--- config.mk ---
export PLATFORM = sky130hd
export DESIGN_NAME = sop_slot_otp_policy
export DESIGN_NICKNAME = d
export VERILOG_FILES = /design/src/logic/sop_pkg.sv /design/src/logic/sop_slot_otp_policy.sv
export SDC_FILE = /design/constraint.sdc
export NUM_CORES = 2
export LEC_CHECK = 0
export BUFFER_PORTS_ARGS = -buffer_cell sky130_fd_sc_hd__buf_4
export CORE_ASPECT_RATIO = 1.2
export CORE_MARGIN = 5
export CORE_UTILIZATION = 40
export DETAILED_ROUTE_END_ITERATION = 8
export PLACE_DENSITY_LB_ADDON = 0.1
export REMOVE_ABC_BUFFERS = 1
export SLEW_MARGIN = 10
export SYNTH_ARGS = -nofsm -noshare
export SYNTH_HDL_FRONTEND = slang
export SYNTH_SLANG_ARGS = --single-unit
--- constraint.sdc ---
create_clock -name ref_clk -period 4.7 [get_ports ref_clk]
set_input_delay 0.705 -clock ref_clk [delete_from_list [all_inputs] [get_ports ref_clk]]
set_output_delay 0.705 -clock ref_clk [all_outputs]
set_load 0.02 [all_outputs]
--- src/logic/sop_pkg.sv ---
// Constants, types and register map of the slot and OTP access policy block
`default_nettype none
package sop_pkg;
   // ==========================================================
   // Register offsets (byte addresses)
   localparam logic [7:0]  ADDR_SLOT_SEL = 8'h00;
   localparam logic [7:0]  ADDR_SLOT_CFG = 8'h04;
   localparam logic [7:0]  ADDR_LOCKS    = 8'h08;
   localparam logic [7:0]  ADDR_USE_LO   = 8'h0C;
   localparam logic [7:0]  ADDR_USE_HI   = 8'h10;
   localparam logic [7:0]  ADDR_SLOT15   = 8'h14;
   localparam logic [7:0]  ADDR_DATA     = 8'h18;
   localparam logic [7:0]  ADDR_CMD      = 8'h1C;
   localparam logic [7:0]  ADDR_STATUS   = 8'h20;
   localparam logic [7:0]  ADDR_IDENT0   = 8'h40;
   localparam logic [7:0]  ADDR_IDENT1   = 8'h44;
   localparam logic [7:0]  ADDR_IDENT2   = 8'h48;
   localparam logic [7:0]  ADDR_IDENT3   = 8'h4C;
   // ==========================================================
   // Lock and OTP mode codes
   localparam logic [7:0]  LOCK_OPEN        = 8'h55;
   localparam logic [7:0]  OTP_MODE_RO      = 8'hAA;
   localparam logic [7:0]  OTP_MODE_CONSUME = 8'h55;
   localparam logic [7:0]  OTP_MODE_LEGACY  = 8'h00;
   // ==========================================================
   // Field positions
   localparam int          SC_SECRET   = 7;
   localparam int          SC_ENC_READ = 6;
   localparam int          SC_CAP      = 5;
   localparam int          SC_VERIFY   = 4;
   localparam int          SC_RKEY_LSB = 0;
   localparam int          SC_WKEY_LSB = 8;
   localparam int          SC_WP_LSB   = 12;
   localparam int          WP_MAC      = 3;
   localparam int          WP_ENC      = 2;
   localparam int          WP_DERIVE   = 1;
   localparam int          WP_PARENT   = 0;
   localparam int          LK_CFG_LSB  = 0;
   localparam int          LK_DATA_LSB = 8;
   localparam int          LK_MODE_LSB = 16;
   localparam logic [3:0]  SLOT_LAST   = 4'hF;
   localparam logic [3:0]  LEGACY_FIRST_WORD = 4'h2;
   // ==========================================================
   // Reset values
   localparam logic [15:0] SLOT_CFG_RST = 16'h0000;
   localparam logic [7:0]  USE_RST      = 8'hFF;
   localparam logic [31:0] SLOT15_RST   = 32'hFFFFFFFF;
   localparam logic [31:0] OTP_WORD_RST = 32'hFFFFFFFF;
   localparam logic [7:0]  LOCK_RST     = 8'h55;
   localparam logic [7:0]  OTP_MODE_RST = 8'hAA;
   // ==========================================================
   // Commands and answers
   typedef enum logic [2:0] {
      OP_READ_SLOT, OP_WRITE_SLOT, OP_DERIVE, OP_READ_OTP,
      OP_WRITE_OTP, OP_KEY_USE, OP_VERIFY_USE, OP_DIGEST_USE
   } sop_op_t;
   typedef struct packed {
      logic       include_die;
      logic       mac_ok;
      logic       encrypted;
      logic       size32;
      logic [3:0] index;
      sop_op_t    op;
   } sop_cmd_t;
   typedef struct packed {
      logic       grant;
      logic       error;
      logic       mac_req;
      logic       encrypted;
      logic [3:0] key_slot;
   } sop_result_t;
   localparam int          CMD_W = $bits(sop_cmd_t);
   localparam int          RES_W = $bits(sop_result_t);
endpackage
`default_nettype wire

--- src/logic/sop_slot_otp_policy.sv ---
// Slot and OTP access policy engine with a classic Wishbone register slave
//
// How it works
// - Secrecy bit 7 clear: plain access, no derivation; set: encrypted reads only.
// - Bit 6 set needs secret slot and encrypted read; clear allows plain reads.
// - Bit 5 gates key use of slots 0-7 and 15 on remaining-use bits; clear means unlimited.
// - Bit 4 set limits key use of the slot to MAC verify and digest commands.
// - Bits 3-0 name the key slot for encrypted reads.
// - Derivation: bit 13 enables, bit 12 picks parent key, bit 15 needs MAC.
// - Policy bits 15..13 zero: plain 32-byte writes accepted; 4-byte ones only to non-secret slots.
// - Bit 14 clear with bit 13 or 15 set: every write refused.
// - Bit 14 set: write needs MAC and encryption under write key; no 4-byte.
// - Write and derivation permissions share one policy field; bits 13 and 15 affect both.
// - Any 4-byte access to a secret slot is refused.
// - Key rotation: encrypted writes authorised by the slot's own current key.
// - Identity bytes 0 to 12 always readable, never writable.
// - Three fixed serial bytes always enter hash input.
// - Six per-die serial bytes enter hash input only when selected.
// - OTP refuses all access until the configuration zone is locked.
// - Config locked, data open: OTP writes accepted, OTP reads refused.
// - Read-only mode: writes refused unchanged; all words readable, 4 or 32 bytes.
// - Consumption mode: write stores data AND current word.
// - Legacy mode: words 0,1 and 32-byte reads refused, writes refused.
// - OTP bits reset to one; word n sits at byte 4n.
// - Mode byte 0xAA read-only, 0x55 consumption, 0x00 legacy, others reserved.
// - Data lock byte 0x55 means open; any other value enforces policies.
// - Config lock byte 0x55 means writable, anything else read-only.
`timescale 1ns/1ps
`default_nettype none
module sop_slot_otp_policy
   import sop_pkg::*;
#(
   parameter logic [23:0] SN_FIXED = 24'h5A5A5A,          // Arbitrary value
   parameter logic [47:0] SN_DIE   = 48'h123456789ABC,    // Arbitrary value
   parameter logic [31:0] REVISION = 32'h0000C0DE         // Arbitrary value
) (
   input  wire logic        ref_clk,
   input  wire logic        nrst,
   input  wire logic        wb_cyc_i,
   input  wire logic        wb_stb_i,
   input  wire logic        wb_we_i,
   input  wire logic [7:0]  wb_adr_i,
   input  wire logic [3:0]  wb_sel_i,
   input  wire logic [31:0] wb_dat_i,
   output var  logic [31:0] wb_dat_o,
   output var  logic        wb_ack_o,
   output var  sop_result_t result_o,
   output var  logic        result_valid_o,
   output var  logic [71:0] hash_serial_o
);
   // ==========================================================
   // Helpers
   function automatic logic [31:0] apply_sel(input logic [31:0] old_v, input logic [31:0] new_v,
                                             input logic [3:0] sel);
      logic [31:0] r;
      r = old_v;
      for (int b = 0; b < 4; b++) begin
         if (sel[b]) begin
            r[b*8 +: 8] = new_v[b*8 +: 8];
         end
      end
      return r;
   endfunction

   function automatic logic [31:0] clear_one(input logic [31:0] v);
      return v & (v - 32'h00000001);
   endfunction

   function automatic sop_result_t eval_cmd(input sop_cmd_t c, input logic [15:0] cfg,
                                            input logic cfg_locked, input logic data_locked,
                                            input logic [7:0] otp_mode, input logic budget_ok);
      sop_result_t r;
      logic        ok;
      logic [3:0]  wp;
      logic        secret;
      r      = '0;
      ok     = 1'b0;
      wp     = cfg[SC_WP_LSB +: 4];
      secret = cfg[SC_SECRET];
      unique case (c.op)
         OP_READ_SLOT: begin
            if (cfg_locked && data_locked && !(secret && !c.size32)) begin
               if (!secret && !cfg[SC_ENC_READ]) begin
                  ok = 1'b1;
               end else if (secret && cfg[SC_ENC_READ] && c.encrypted) begin
                  ok          = 1'b1;
                  r.encrypted = 1'b1;
                  r.key_slot  = cfg[SC_RKEY_LSB +: 4];
               end
            end
         end
         OP_WRITE_SLOT: begin
            if (cfg_locked) begin
               if (!data_locked) begin
                  ok = 1'b1;
               end else if (secret && !c.size32) begin
                  ok = 1'b0;
               end else if (wp[3:1] == 3'b000) begin
                  ok = 1'b1;
               end else if (wp[WP_ENC]) begin
                  ok          = c.encrypted && c.mac_ok && c.size32;
                  r.encrypted = 1'b1;
                  r.mac_req   = 1'b1;
                  r.key_slot  = cfg[SC_WKEY_LSB +: 4];
               end
               // Remaining codes never accept a write command
            end
         end
         OP_DERIVE: begin
            if (cfg_locked && data_locked && secret && wp[WP_DERIVE]
                && (!wp[WP_MAC] || c.mac_ok)) begin
               ok = 1'b1;
            end
            r.mac_req  = wp[WP_MAC];
            r.key_slot = wp[WP_PARENT] ? cfg[SC_WKEY_LSB +: 4] : c.index;
         end
         OP_READ_OTP: begin
            if (cfg_locked && data_locked) begin
               unique case (otp_mode)
                  OTP_MODE_RO:      ok = 1'b1;
                  OTP_MODE_CONSUME: ok = 1'b1;
                  OTP_MODE_LEGACY:  ok = (c.index >= LEGACY_FIRST_WORD) && !c.size32;
                  default:          ok = 1'b0;
               endcase
            end
         end
         OP_WRITE_OTP: begin
            if (cfg_locked) begin
               ok = !data_locked || (otp_mode == OTP_MODE_CONSUME);
            end
            r.encrypted = c.encrypted;
         end
         OP_KEY_USE, OP_VERIFY_USE, OP_DIGEST_USE: begin
            ok = cfg_locked && data_locked && budget_ok
                 && !(cfg[SC_VERIFY] && (c.op == OP_KEY_USE));
            r.key_slot = c.index;
         end
      endcase
      r.grant = ok;
      r.error = !ok;
      return r;
   endfunction

   // ==========================================================
   // State
   logic [3:0]  slot_sel_reg;
   logic [15:0] slot_cfg_reg [16];
   logic [7:0]  cfg_lock_reg;
   logic [7:0]  data_lock_reg;
   logic [7:0]  otp_mode_reg;
   logic [7:0]  use_reg [8];
   logic [31:0] slot15_reg;
   logic [31:0] data_reg;
   logic [31:0] otp_reg [16];
   sop_result_t result_reg;
   logic        result_valid_reg;
   logic [71:0] hash_serial_reg;
   logic [31:0] rd_next;
   logic        ack_reg;
   logic [31:0] dat_reg;

   // ==========================================================
   // Bus decode and command evaluation
   logic        req;
   logic        wr_fire;
   logic        cmd_fire;
   sop_cmd_t    cmd_in;
   logic [15:0] cmd_cfg;
   logic        cfg_locked;
   logic        data_locked;
   logic        budget_ok;
   sop_result_t res_next;
   logic [31:0] locks_word;
   logic [31:0] wdat;
   logic [31:0] cfg_wword;
   logic [31:0] use_cleared;

   assign req         = wb_cyc_i && wb_stb_i && !ack_reg;
   assign wr_fire     = req && wb_we_i;
   assign cmd_fire    = wr_fire && (wb_adr_i == ADDR_CMD);
   assign cmd_in      = sop_cmd_t'(wb_dat_i[CMD_W-1:0]);
   assign cmd_cfg     = slot_cfg_reg[cmd_in.index];
   assign cfg_locked  = (cfg_lock_reg != LOCK_OPEN);
   assign data_locked = (data_lock_reg != LOCK_OPEN);
   assign budget_ok   = !cmd_cfg[SC_CAP]
                        || (!cmd_in.index[3] ? (use_reg[cmd_in.index[2:0]] != 8'h00)
                        : (cmd_in.index == SLOT_LAST) ? (slot15_reg != 32'h00000000) : 1'b1);
   assign res_next    = eval_cmd(cmd_in, cmd_cfg, cfg_locked, data_locked, otp_mode_reg, budget_ok);
   assign locks_word  = {8'h00, otp_mode_reg, data_lock_reg, cfg_lock_reg};
   assign wdat        = apply_sel(locks_word, wb_dat_i, wb_sel_i);
   assign cfg_wword   = apply_sel({16'h0000, slot_cfg_reg[slot_sel_reg]}, wb_dat_i, wb_sel_i);
   assign use_cleared = clear_one({24'h000000, use_reg[cmd_in.index[2:0]]});

   // ==========================================================
   // Wishbone answer, registered ack one cycle after the request
   always_ff @(posedge ref_clk or negedge nrst) begin
      if (!nrst) begin
         ack_reg <= 1'b0;
         dat_reg <= 32'h00000000;
      end else begin
         ack_reg <= req;
         if (req && !wb_we_i) begin
            dat_reg <= rd_next;
         end
      end
   end

   always_comb begin
      rd_next = 32'h00000000;
      unique case (wb_adr_i)
         ADDR_SLOT_SEL: rd_next = {28'h0000000, slot_sel_reg};
         ADDR_SLOT_CFG: rd_next = {16'h0000, slot_cfg_reg[slot_sel_reg]};
         ADDR_LOCKS:    rd_next = locks_word;
         ADDR_USE_LO:   rd_next = {use_reg[3], use_reg[2], use_reg[1], use_reg[0]};
         ADDR_USE_HI:   rd_next = {use_reg[7], use_reg[6], use_reg[5], use_reg[4]};
         ADDR_SLOT15:   rd_next = slot15_reg;
         ADDR_DATA:     rd_next = data_reg;
         ADDR_STATUS:   rd_next = {23'h000000, result_valid_reg, result_reg};
         ADDR_IDENT0:   rd_next = {SN_DIE[39:32], SN_DIE[47:40], SN_FIXED[15:8], SN_FIXED[23:16]};
         ADDR_IDENT1:   rd_next = REVISION;
         ADDR_IDENT2:   rd_next = {SN_DIE[7:0], SN_DIE[15:8], SN_DIE[23:16], SN_DIE[31:24]};
         ADDR_IDENT3:   rd_next = {24'h000000, SN_FIXED[7:0]};
         default:       rd_next = 32'h00000000;
      endcase
   end

   // ==========================================================
   // Configuration, locks and use budgets
   always_ff @(posedge ref_clk or negedge nrst) begin
      if (!nrst) begin
         slot_sel_reg  <= 4'h0;
         cfg_lock_reg  <= LOCK_RST;
         data_lock_reg <= LOCK_RST;
         otp_mode_reg  <= OTP_MODE_RST;
         for (int i = 0; i < 16; i++) begin
            slot_cfg_reg[i] <= SLOT_CFG_RST;
         end
      end else if (wr_fire) begin
         if (wb_adr_i == ADDR_SLOT_SEL && wb_sel_i[0]) begin
            slot_sel_reg <= wb_dat_i[3:0];
         end
         if (wb_adr_i == ADDR_SLOT_CFG && !cfg_locked) begin
            slot_cfg_reg[slot_sel_reg] <= cfg_wword[15:0];
         end
         if (wb_adr_i == ADDR_LOCKS) begin
            if (!cfg_locked) begin
               cfg_lock_reg <= wdat[LK_CFG_LSB +: 8];
               otp_mode_reg <= wdat[LK_MODE_LSB +: 8];
            end else if (!data_locked) begin
               data_lock_reg <= wdat[LK_DATA_LSB +: 8];
            end
         end
      end
   end

   always_ff @(posedge ref_clk or negedge nrst) begin
      if (!nrst) begin
         slot15_reg <= SLOT15_RST;
         for (int i = 0; i < 8; i++) begin
            use_reg[i] <= USE_RST;
         end
      end else if (wr_fire && !cfg_locked) begin
         if (wb_adr_i == ADDR_USE_LO) begin
            {use_reg[3], use_reg[2], use_reg[1], use_reg[0]} <=
               apply_sel({use_reg[3], use_reg[2], use_reg[1], use_reg[0]}, wb_dat_i, wb_sel_i);
         end
         if (wb_adr_i == ADDR_USE_HI) begin
            {use_reg[7], use_reg[6], use_reg[5], use_reg[4]} <=
               apply_sel({use_reg[7], use_reg[6], use_reg[5], use_reg[4]}, wb_dat_i, wb_sel_i);
         end
         if (wb_adr_i == ADDR_SLOT15) begin
            slot15_reg <= apply_sel(slot15_reg, wb_dat_i, wb_sel_i);
         end
      end else if (cmd_fire && res_next.grant && cmd_cfg[SC_CAP]
                   && (cmd_in.op inside {OP_KEY_USE, OP_VERIFY_USE, OP_DIGEST_USE})) begin
         if (!cmd_in.index[3]) begin
            use_reg[cmd_in.index[2:0]] <= use_cleared[7:0];
         end else if (cmd_in.index == SLOT_LAST) begin
            slot15_reg <= clear_one(slot15_reg);
         end
      end
   end

   // ==========================================================
   // Data word and OTP array
   always_ff @(posedge ref_clk or negedge nrst) begin
      if (!nrst) begin
         data_reg <= 32'h00000000;
         for (int i = 0; i < 16; i++) begin
            otp_reg[i] <= OTP_WORD_RST;
         end
      end else if (cmd_fire && res_next.grant && cmd_in.op == OP_WRITE_OTP) begin
         if (data_locked) begin
            otp_reg[cmd_in.index] <= otp_reg[cmd_in.index] & data_reg;
         end else begin
            otp_reg[cmd_in.index] <= data_reg;
         end
      end else if (cmd_fire && res_next.grant && cmd_in.op == OP_READ_OTP) begin
         data_reg <= otp_reg[cmd_in.index];
      end else if (wr_fire && wb_adr_i == ADDR_DATA) begin
         data_reg <= apply_sel(data_reg, wb_dat_i, wb_sel_i);
      end
   end

   // ==========================================================
   // Command answer and hash serial input
   always_ff @(posedge ref_clk or negedge nrst) begin
      if (!nrst) begin
         result_reg       <= '0;
         result_valid_reg <= 1'b0;
         hash_serial_reg  <= 72'h000000000000000000;
      end else begin
         result_valid_reg <= cmd_fire;
         if (cmd_fire) begin
            result_reg      <= res_next;
            hash_serial_reg <= {SN_FIXED[23:8], (cmd_in.include_die ? SN_DIE : 48'h000000000000),
                                SN_FIXED[7:0]};
         end
      end
   end

   assign wb_ack_o       = ack_reg;
   assign wb_dat_o       = dat_reg;
   assign result_o       = result_reg;
   assign result_valid_o = result_valid_reg;
   assign hash_serial_o  = hash_serial_reg;

   // ==========================================================
   // Assertions
   a_ack_single_cycle: assert property (@(posedge ref_clk) disable iff (!nrst)
      wb_cyc_i && wb_stb_i && !wb_ack_o |=> wb_ack_o ##1 !wb_ack_o)
      else $error("ack not a single cycle after request");
   a_otp_cfg_open: assert property (@(posedge ref_clk) disable iff (!nrst)
      cmd_fire && !cfg_locked && (cmd_in.op inside {OP_READ_OTP, OP_WRITE_OTP})
      |=> result_valid_o && result_o.error && !result_o.grant)
      else $error("OTP access granted before config lock");
   a_otp_read_open: assert property (@(posedge ref_clk) disable iff (!nrst)
      cmd_fire && !data_locked && cmd_in.op == OP_READ_OTP |=> result_o.error)
      else $error("OTP read granted while data zone open");
   a_secret_short: assert property (@(posedge ref_clk) disable iff (!nrst)
      cmd_fire && data_locked && cmd_cfg[SC_SECRET] && !cmd_in.size32
      && (cmd_in.op inside {OP_READ_SLOT, OP_WRITE_SLOT}) |=> result_o.error)
      else $error("short access to secret slot granted");
   a_never_write: assert property (@(posedge ref_clk) disable iff (!nrst)
      cmd_fire && cfg_locked && data_locked && cmd_in.op == OP_WRITE_SLOT && !cmd_cfg[SC_WP_LSB + WP_ENC]
      && (cmd_cfg[SC_WP_LSB + WP_DERIVE] || cmd_cfg[SC_WP_LSB + WP_MAC]) |=> result_o.error)
      else $error("write granted to never-writable slot");
   a_derive_plain: assert property (@(posedge ref_clk) disable iff (!nrst)
      cmd_fire && !cmd_cfg[SC_SECRET] && cmd_in.op == OP_DERIVE |=> result_o.error)
      else $error("derivation granted on non-secret slot");
   a_legacy_low: assert property (@(posedge ref_clk) disable iff (!nrst)
      cmd_fire && data_locked && otp_mode_reg == OTP_MODE_LEGACY && cmd_in.op == OP_READ_OTP
      && (cmd_in.index < LEGACY_FIRST_WORD || cmd_in.size32) |=> result_o.error)
      else $error("legacy OTP read of protected word granted");
   a_ro_keeps: assert property (@(posedge ref_clk) disable iff (!nrst)
      cmd_fire && cfg_locked && data_locked && otp_mode_reg == OTP_MODE_RO && cmd_in.op == OP_WRITE_OTP
      |=> result_o.error && otp_reg[$past(cmd_in.index)] == $past(otp_reg[cmd_in.index]))
      else $error("read-only OTP word altered");
   a_consume_and: assert property (@(posedge ref_clk) disable iff (!nrst)
      cmd_fire && cfg_locked && data_locked && otp_mode_reg == OTP_MODE_CONSUME && cmd_in.op == OP_WRITE_OTP
      |=> otp_reg[$past(cmd_in.index)] == ($past(otp_reg[cmd_in.index]) & $past(data_reg)))
      else $error("consumption write is not an AND");
   a_die_masked: assert property (@(posedge ref_clk) disable iff (!nrst)
      cmd_fire && !cmd_in.include_die |=> hash_serial_o[55:8] == 48'h000000000000
      && hash_serial_o[71:56] == SN_FIXED[23:8])
      else $error("die serial leaked into hash input");
   a_use_spent: assert property (@(posedge ref_clk) disable iff (!nrst)
      cmd_fire && cmd_cfg[SC_CAP] && !cmd_in.index[3] && use_reg[cmd_in.index[2:0]] == 8'h00
      && (cmd_in.op inside {OP_KEY_USE, OP_VERIFY_USE, OP_DIGEST_USE}) |=> result_o.error)
      else $error("use granted with spent budget");
endmodule
`default_nettype wire

; Word-level counts from Yosys, hierarchy flattened
; Cells that the tools add are included.
[word_totals]
reg_bits = 1019
input_bits = 49
output_inout_bits = 114
word_cells = 266
[classes]
n_addsub = 2
n_lt_le_gt_ge = 7
n_eq_ne = 32
n_mux = 70
n_bitwise = 9
n_reduce_logical = 85
[op_table]
columns = cell, n
row1 = $bwmux W512, 2
row2 = $mux W512, 1
row3 = $mux W32, 12
row4 = $pmux W32 S12, 1
row5 = $bwmux W256, 1
row6 = $mux W64, 3
row7 = $bmux W16 S4, 2
row8 = $bmux W32 S4, 1
row9 = $demux W32 S4, 1
row10 = $mux W16, 5
row11 = $mux W8, 9
row12 = $and A32 B32 Y32, 2
row13 = $bwmux W64, 1
row14 = $demux W16 S4, 1
row15 = $mux W45, 1
row16 = $eq A8 B7 Y1 const B, 5
row17 = $reduce_and A4 Y1, 10
row18 = $eq A8 B5 Y1 const B, 4
row19 = $logic_and A1 B1 Y1, 32
row20 = $reduce_bool A32 Y1, 1
row21 = $sub A32 B1 Y32 const B, 1
row22 = $mux W6, 5
row23 = $reduce_and A5 Y1, 5
row24 = $bmux W8 S3, 1
row25 = 40 further kinds, 98

; Depth between registers and ports, before layout
[logic_depth]
depth_word = 15
ltp_mapped = 16
mapped_depth_nobuf = 9

; Worst setup path before layout
; OpenSTA, ideal clock, no wires.
[synth_timing]
path_kind = input to register
startpoint = input port wb_dat_i[3]
endpoint = register otp_reg[256] (netlist bit)
setup_time_ps = 90
arrival_time_ps = 3648
t_required_ps = 4610
slack_ps = 962
path_stages = 9
path_buffers = 5
cell_sequence = buf_4 -> buf_2 -> buf_4 -> buf_1 -> mux4_2 -> mux4_2 -> o21ai_0 -> clkbuf_1 -> o21ai_0
[synth_via]
elab_chain_cells = 12
word_cells_on_any_way = 60
cone_classes = order compare: 3 / eq/ne: 1 / mux: 28 / bitwise: 3 / reduce/logical: 25
[synth_rtl]
columns = element, line
row1 = from (decl), sop_slot_otp_policy.sv:44  ; input wire logic [31:0] wb_dat_i,
row2 = $not A4 Y5 (not written as such) / $not A3 Y4 (equally long branches), n/a
row3 = $bmux W16 S4 / $bmux W8 S3 (equally long branches), "sop_slot_otp_policy.sv:182, sop_slot_otp_policy.sv:186"
row4 = $mux W16 (not written as such) / $mux W8 (equally long branches) (2 in a row), "sop_slot_otp_policy.sv:182, sop_slot_otp_policy.sv:186"
row5 = $logic_not A3 Y1 (tied with other cells), sop_slot_otp_policy.sv:98  ; end else if (wp[3:1] == 3'b000) begin
row6 = $mux W1 (tied with other cells), sop_slot_otp_policy.sv:98
row7 = $mux W1 (tied with other cells), sop_slot_otp_policy.sv:96  ; end else if (secret && !c.size32) begin
row8 = $mux W1 (tied with other cells), sop_slot_otp_policy.sv:94  ; if (!data_locked) begin
row9 = $mux W1 (tied with other cells), sop_slot_otp_policy.sv:93  ; if (cfg_locked) begin
row10 = $pmux W1 S6, sop_slot_otp_policy.sv:80  ; unique case (c.op)
row11 = $logic_and A1 B1 Y1 (2 in a row), sop_slot_otp_policy.sv:292  ; end else if (cmd_fire && res_next.grant && cmd_in.op == OP_WRITE_OTP) begin
row12 = "to (signal, indexed assignment)", sop_slot_otp_policy.sv:294  ; otp_reg[cmd_in.index] <= otp_reg[cmd_in.index] & data_reg;
row13 = "to (signal, indexed assignment)", sop_slot_otp_policy.sv:296  ; otp_reg[cmd_in.index] <= data_reg;
row14 = to (decl), sop_slot_otp_policy.sv:154  ; logic [31:0] otp_reg [16];
; Parallel ways exist; a longest one is shown, timed or not. The select of a mux whose other input is x is not followed.
; A chain may end at the register's enable or synchronous reset.

; Worst setup path in the final report
[layout_timing]
startpoint = register cfg_lock_reg[6]
endpoint = register otp_reg[255] (netlist bit)
[layout_via]
elab_chain_cells = 9
word_cells_on_any_way = 16
cone_classes = eq/ne: 1 / mux: 6 / reduce/logical: 9
[layout_rtl]
columns = element, line
row1 = from (decl), sop_slot_otp_policy.sv:148  ; logic [7:0] cfg_lock_reg;
row2 = from (signal assigned), sop_slot_otp_policy.sv:247  ; cfg_lock_reg <= wdat[LK_CFG_LSB +: 8];
row3 = $ne A8 B7 Y1 (*), sop_slot_otp_policy.sv:183  ; assign cfg_locked = (cfg_lock_reg != LOCK_OPEN);
row4 = $logic_and A1 B1 Y1, n/a
row5 = $logic_and A1 B1 Y1 (2 in a row), sop_slot_otp_policy.sv:110  ; if (cfg_locked && data_locked && secret && wp[WP_DERIVE]
row6 = $logic_and A1 B1 Y1, sop_slot_otp_policy.sv:111  ; && (!wp[WP_MAC] || c.mac_ok)) begin
row7 = $mux W1, sop_slot_otp_policy.sv:110
row8 = $pmux W1 S6 (*), sop_slot_otp_policy.sv:80
row9 = $logic_and A1 B1 Y1 (*) (2 in a row), sop_slot_otp_policy.sv:292
; Mark *: on every way between the ends. The rest lies on a longest branch, timed or not.

==> results.toml <==
[clocking]
cts-root-buf = "clkbuf_16"
path_clk_slew_ps = 60
cts_buffer_depth = 3
post_cts_resized = 0
clk_latency_ps = 720
clock_sinks = 968
ctsHtreeMaxLevel = 3
cts_tree = "yes"
hold_buffers = 0
cts_made_buffers = 107
post_cts_buffers = 0

[floorplanning]
rows = 138
start_util_pct = 40.30
die_h_um = 387.9
die_area_mm2 = 0.1260
coreArea_mm2 = 0.1181
io-pin-count = 163
die_w_um = 324.9

[synthesis]
ys_seq_elements = 968
synth_edf_count = 0
syn_area_mm2 = 0.04759
synth.most_common_cell = "nand2_1"
synth_common_cells = "nand2_1, o21ai_0, dfstp_2, dfrtp_1, mux4_2"
netlist_top_cells_area = "dfstp_2, dfrtp_1, mux4_2"
netlist_instances = 4287
yosysSeqAreaShare_pct = 52.53
async_flop_share_pct = 100.0
ys.flop_type = "dfstp_2"
synth_area_per_cell_um2 = 11.10
ys_types = 72
synth_area_leader_cell = "dfstp_2"
yosys_warnings = 0
synthDominantCellAreaShare_pct = 34.23

[sta]
worst_slew_pin_slew_ps = 1076
max_clock_freq_ghz = 0.2577
finalCritPeriodShare_pct = 82.57
hold_viol = 0
drv_slew = 0
clock_skew_ps = 31.77
finalSetupViolCount = 0
rsz0062_at_grt = "no"
fin_crit_ps = 3881
setup_tns_ps = 0
timing.hold.ws_ps = 87.35
max_slew_margin_pct = 27.61

[place]
hpwlAfterDp_um = 110200
portBuffers = 124
placed_area_mm2 = 0.05092
place.gp.congestion = 0.9068

[grt]
gr-total-overflow = 0
first_global_vias = 35730
grt_start_max_net_pins = 103
grt_usage_pct = 26.15
grt_pass1_wl_um = 249400
antenna_found_initial = 1

[critical_path]
crit_fanout = 17
crit_arrival_ps = 4510
crit_path_end_kind = "register"
path_cells = "or4bb_1, nor2_1, or2_2, nand2b_1, o221ai_1, a211o_4, o21ai_4, buf_4, nand2_1, o21ai_0"
cpPeakStageDelay_ps = 590
critPathLaunchType = "register"
cp_slowest_cell = "o21ai_4"
critical_path_required_ps = 5330
path_class = "reg -> reg"

[routing]
drc_errors = 0
top_layer = "met4"
drt_iter0_markers = 2866
wl_met1_um = 69190
wl_met2_um = 82210
antenna_left = 0
drt-total-wl_um = 165900
wl_met3_um = 7968
routed_via_density = 5.831
vias = 34800
first_pass_iters = 9
wl_per_cell_um = 27.80

[layout]
area_growth_pct = 14.90
final_core_util_pct = 46.30
drive_gt1_share_pct = 36.03
largest_reg_flops = 512
nNetsFinal = 4383
fin_area_mm2 = 0.05469

[power]
leakage_uw = 0.02106
power.density_mw_per_mm2 = 332.7
ir_drop_mv = 0.3117
p_total_uw = 18190

[run_status]
status = "finished, final reports clean"

[flow_run]
max_cap_violations = 0

[hold_path]
min_path_type = "in -> async"
==> worst max-delay path: cells and delay by family, from the launching register on <==
kind	cells	cell delay [ps]
flops	1	530
compound gates	4	1240
simple gates	5	1590
buf+inv	1	410
==> area by class of cell <==
cell class              count  area (µm²)
diodes                      4       10.01
clock buffers             160        3214
clock inverters            39       541.8
fillers                 11070       63420
inverters                  15       56.30
multi-input cells        2907       20950
flip-flops and latches    968       25010
well taps                1540        1927
repair buffers            335        2979
==> cell usage in the layout, fill, tap and decap left out, drive strengths merged, types with 7 or more instances in the layout <==
| cell type | count |
|---|---|
| a21oi | 87 |
| o2111ai | 11 |
| and2 | 7 |
| conb | 38 |
| mux2 | 82 |
| mux2i | 50 |
| a222oi | 33 |
| bufinv | 12 |
| a32oi | 7 |
| clkinv | 21 |
| o211ai | 33 |
| a211oi | 7 |
| o311a | 7 |
| o22ai | 14 |
| nor2 | 85 |
| or3 | 15 |
| clkbuf | 160 |
| nand3 | 49 |
| buf | 335 |
| mux4 | 324 |
| or2 | 9 |
| a221oi | 15 |
| nor2b | 14 |
| dfrtp | 348 |
| nor3 | 35 |
| nand2 | 944 |
| o21ai | 912 |
| nand2b | 8 |
| a21o | 22 |
| dfstp | 620 |
| a22oi | 15 |
| inv | 18 |
==> power by group <==
part           switching [µW]  internal, µW  leakage, µW
clock network            3610          5380      0.00185
logic                     597           220      0.00796
registers                12.4          8370       0.0113
==> final timing paths <==
check                                start                end  slack (ps)  depth (start not counted)
setup / recovery           cfg_lock_reg[6]       otp_reg[255]         820                         10
hold / removal                        nrst  slot_cfg_reg[125]          90                          1
setup reg to reg           cfg_lock_reg[6]       otp_reg[255]         820                         10
hold reg to reg            cfg_lock_reg[6]    cfg_lock_reg[6]         460                          1
max in group asynchronous             nrst       otp_reg[483]        3130                          3
min in group ref_clk          wb_dat_i[31]     slot15_reg[31]         260                          3
==> cells by family after synthesis <==
kind of cell           after synthesis  share of synthesized area [%]
AND/OR/NAND/NOR                   1208                          10.38
buffers and inverters              449                          4.314
multiplexers                       456                          18.32
other                                1                       0.007879
AO/OA/AOI/OAI                     1205                          14.45
flip-flops                         968                          52.53
==> metrics by stage <==
step / worst slack, ps / instances
after floorplan: -803.8 / 3890
after global placement: 388.1 / 5765
after detailed placement: 330.6 / 5765
after CTS: 795.2 / 5964
after global routing: 605.1 / 5964
final: 819.3 / 5968
==> layer usage <==
layer	vias up	track usage (%)
li1	15500	-
met1	17990	34.30
met2	1014	44.51
met3	296	3.474
met4	0	9.958
met5	-	0
(Power assumes the default switching activity.)
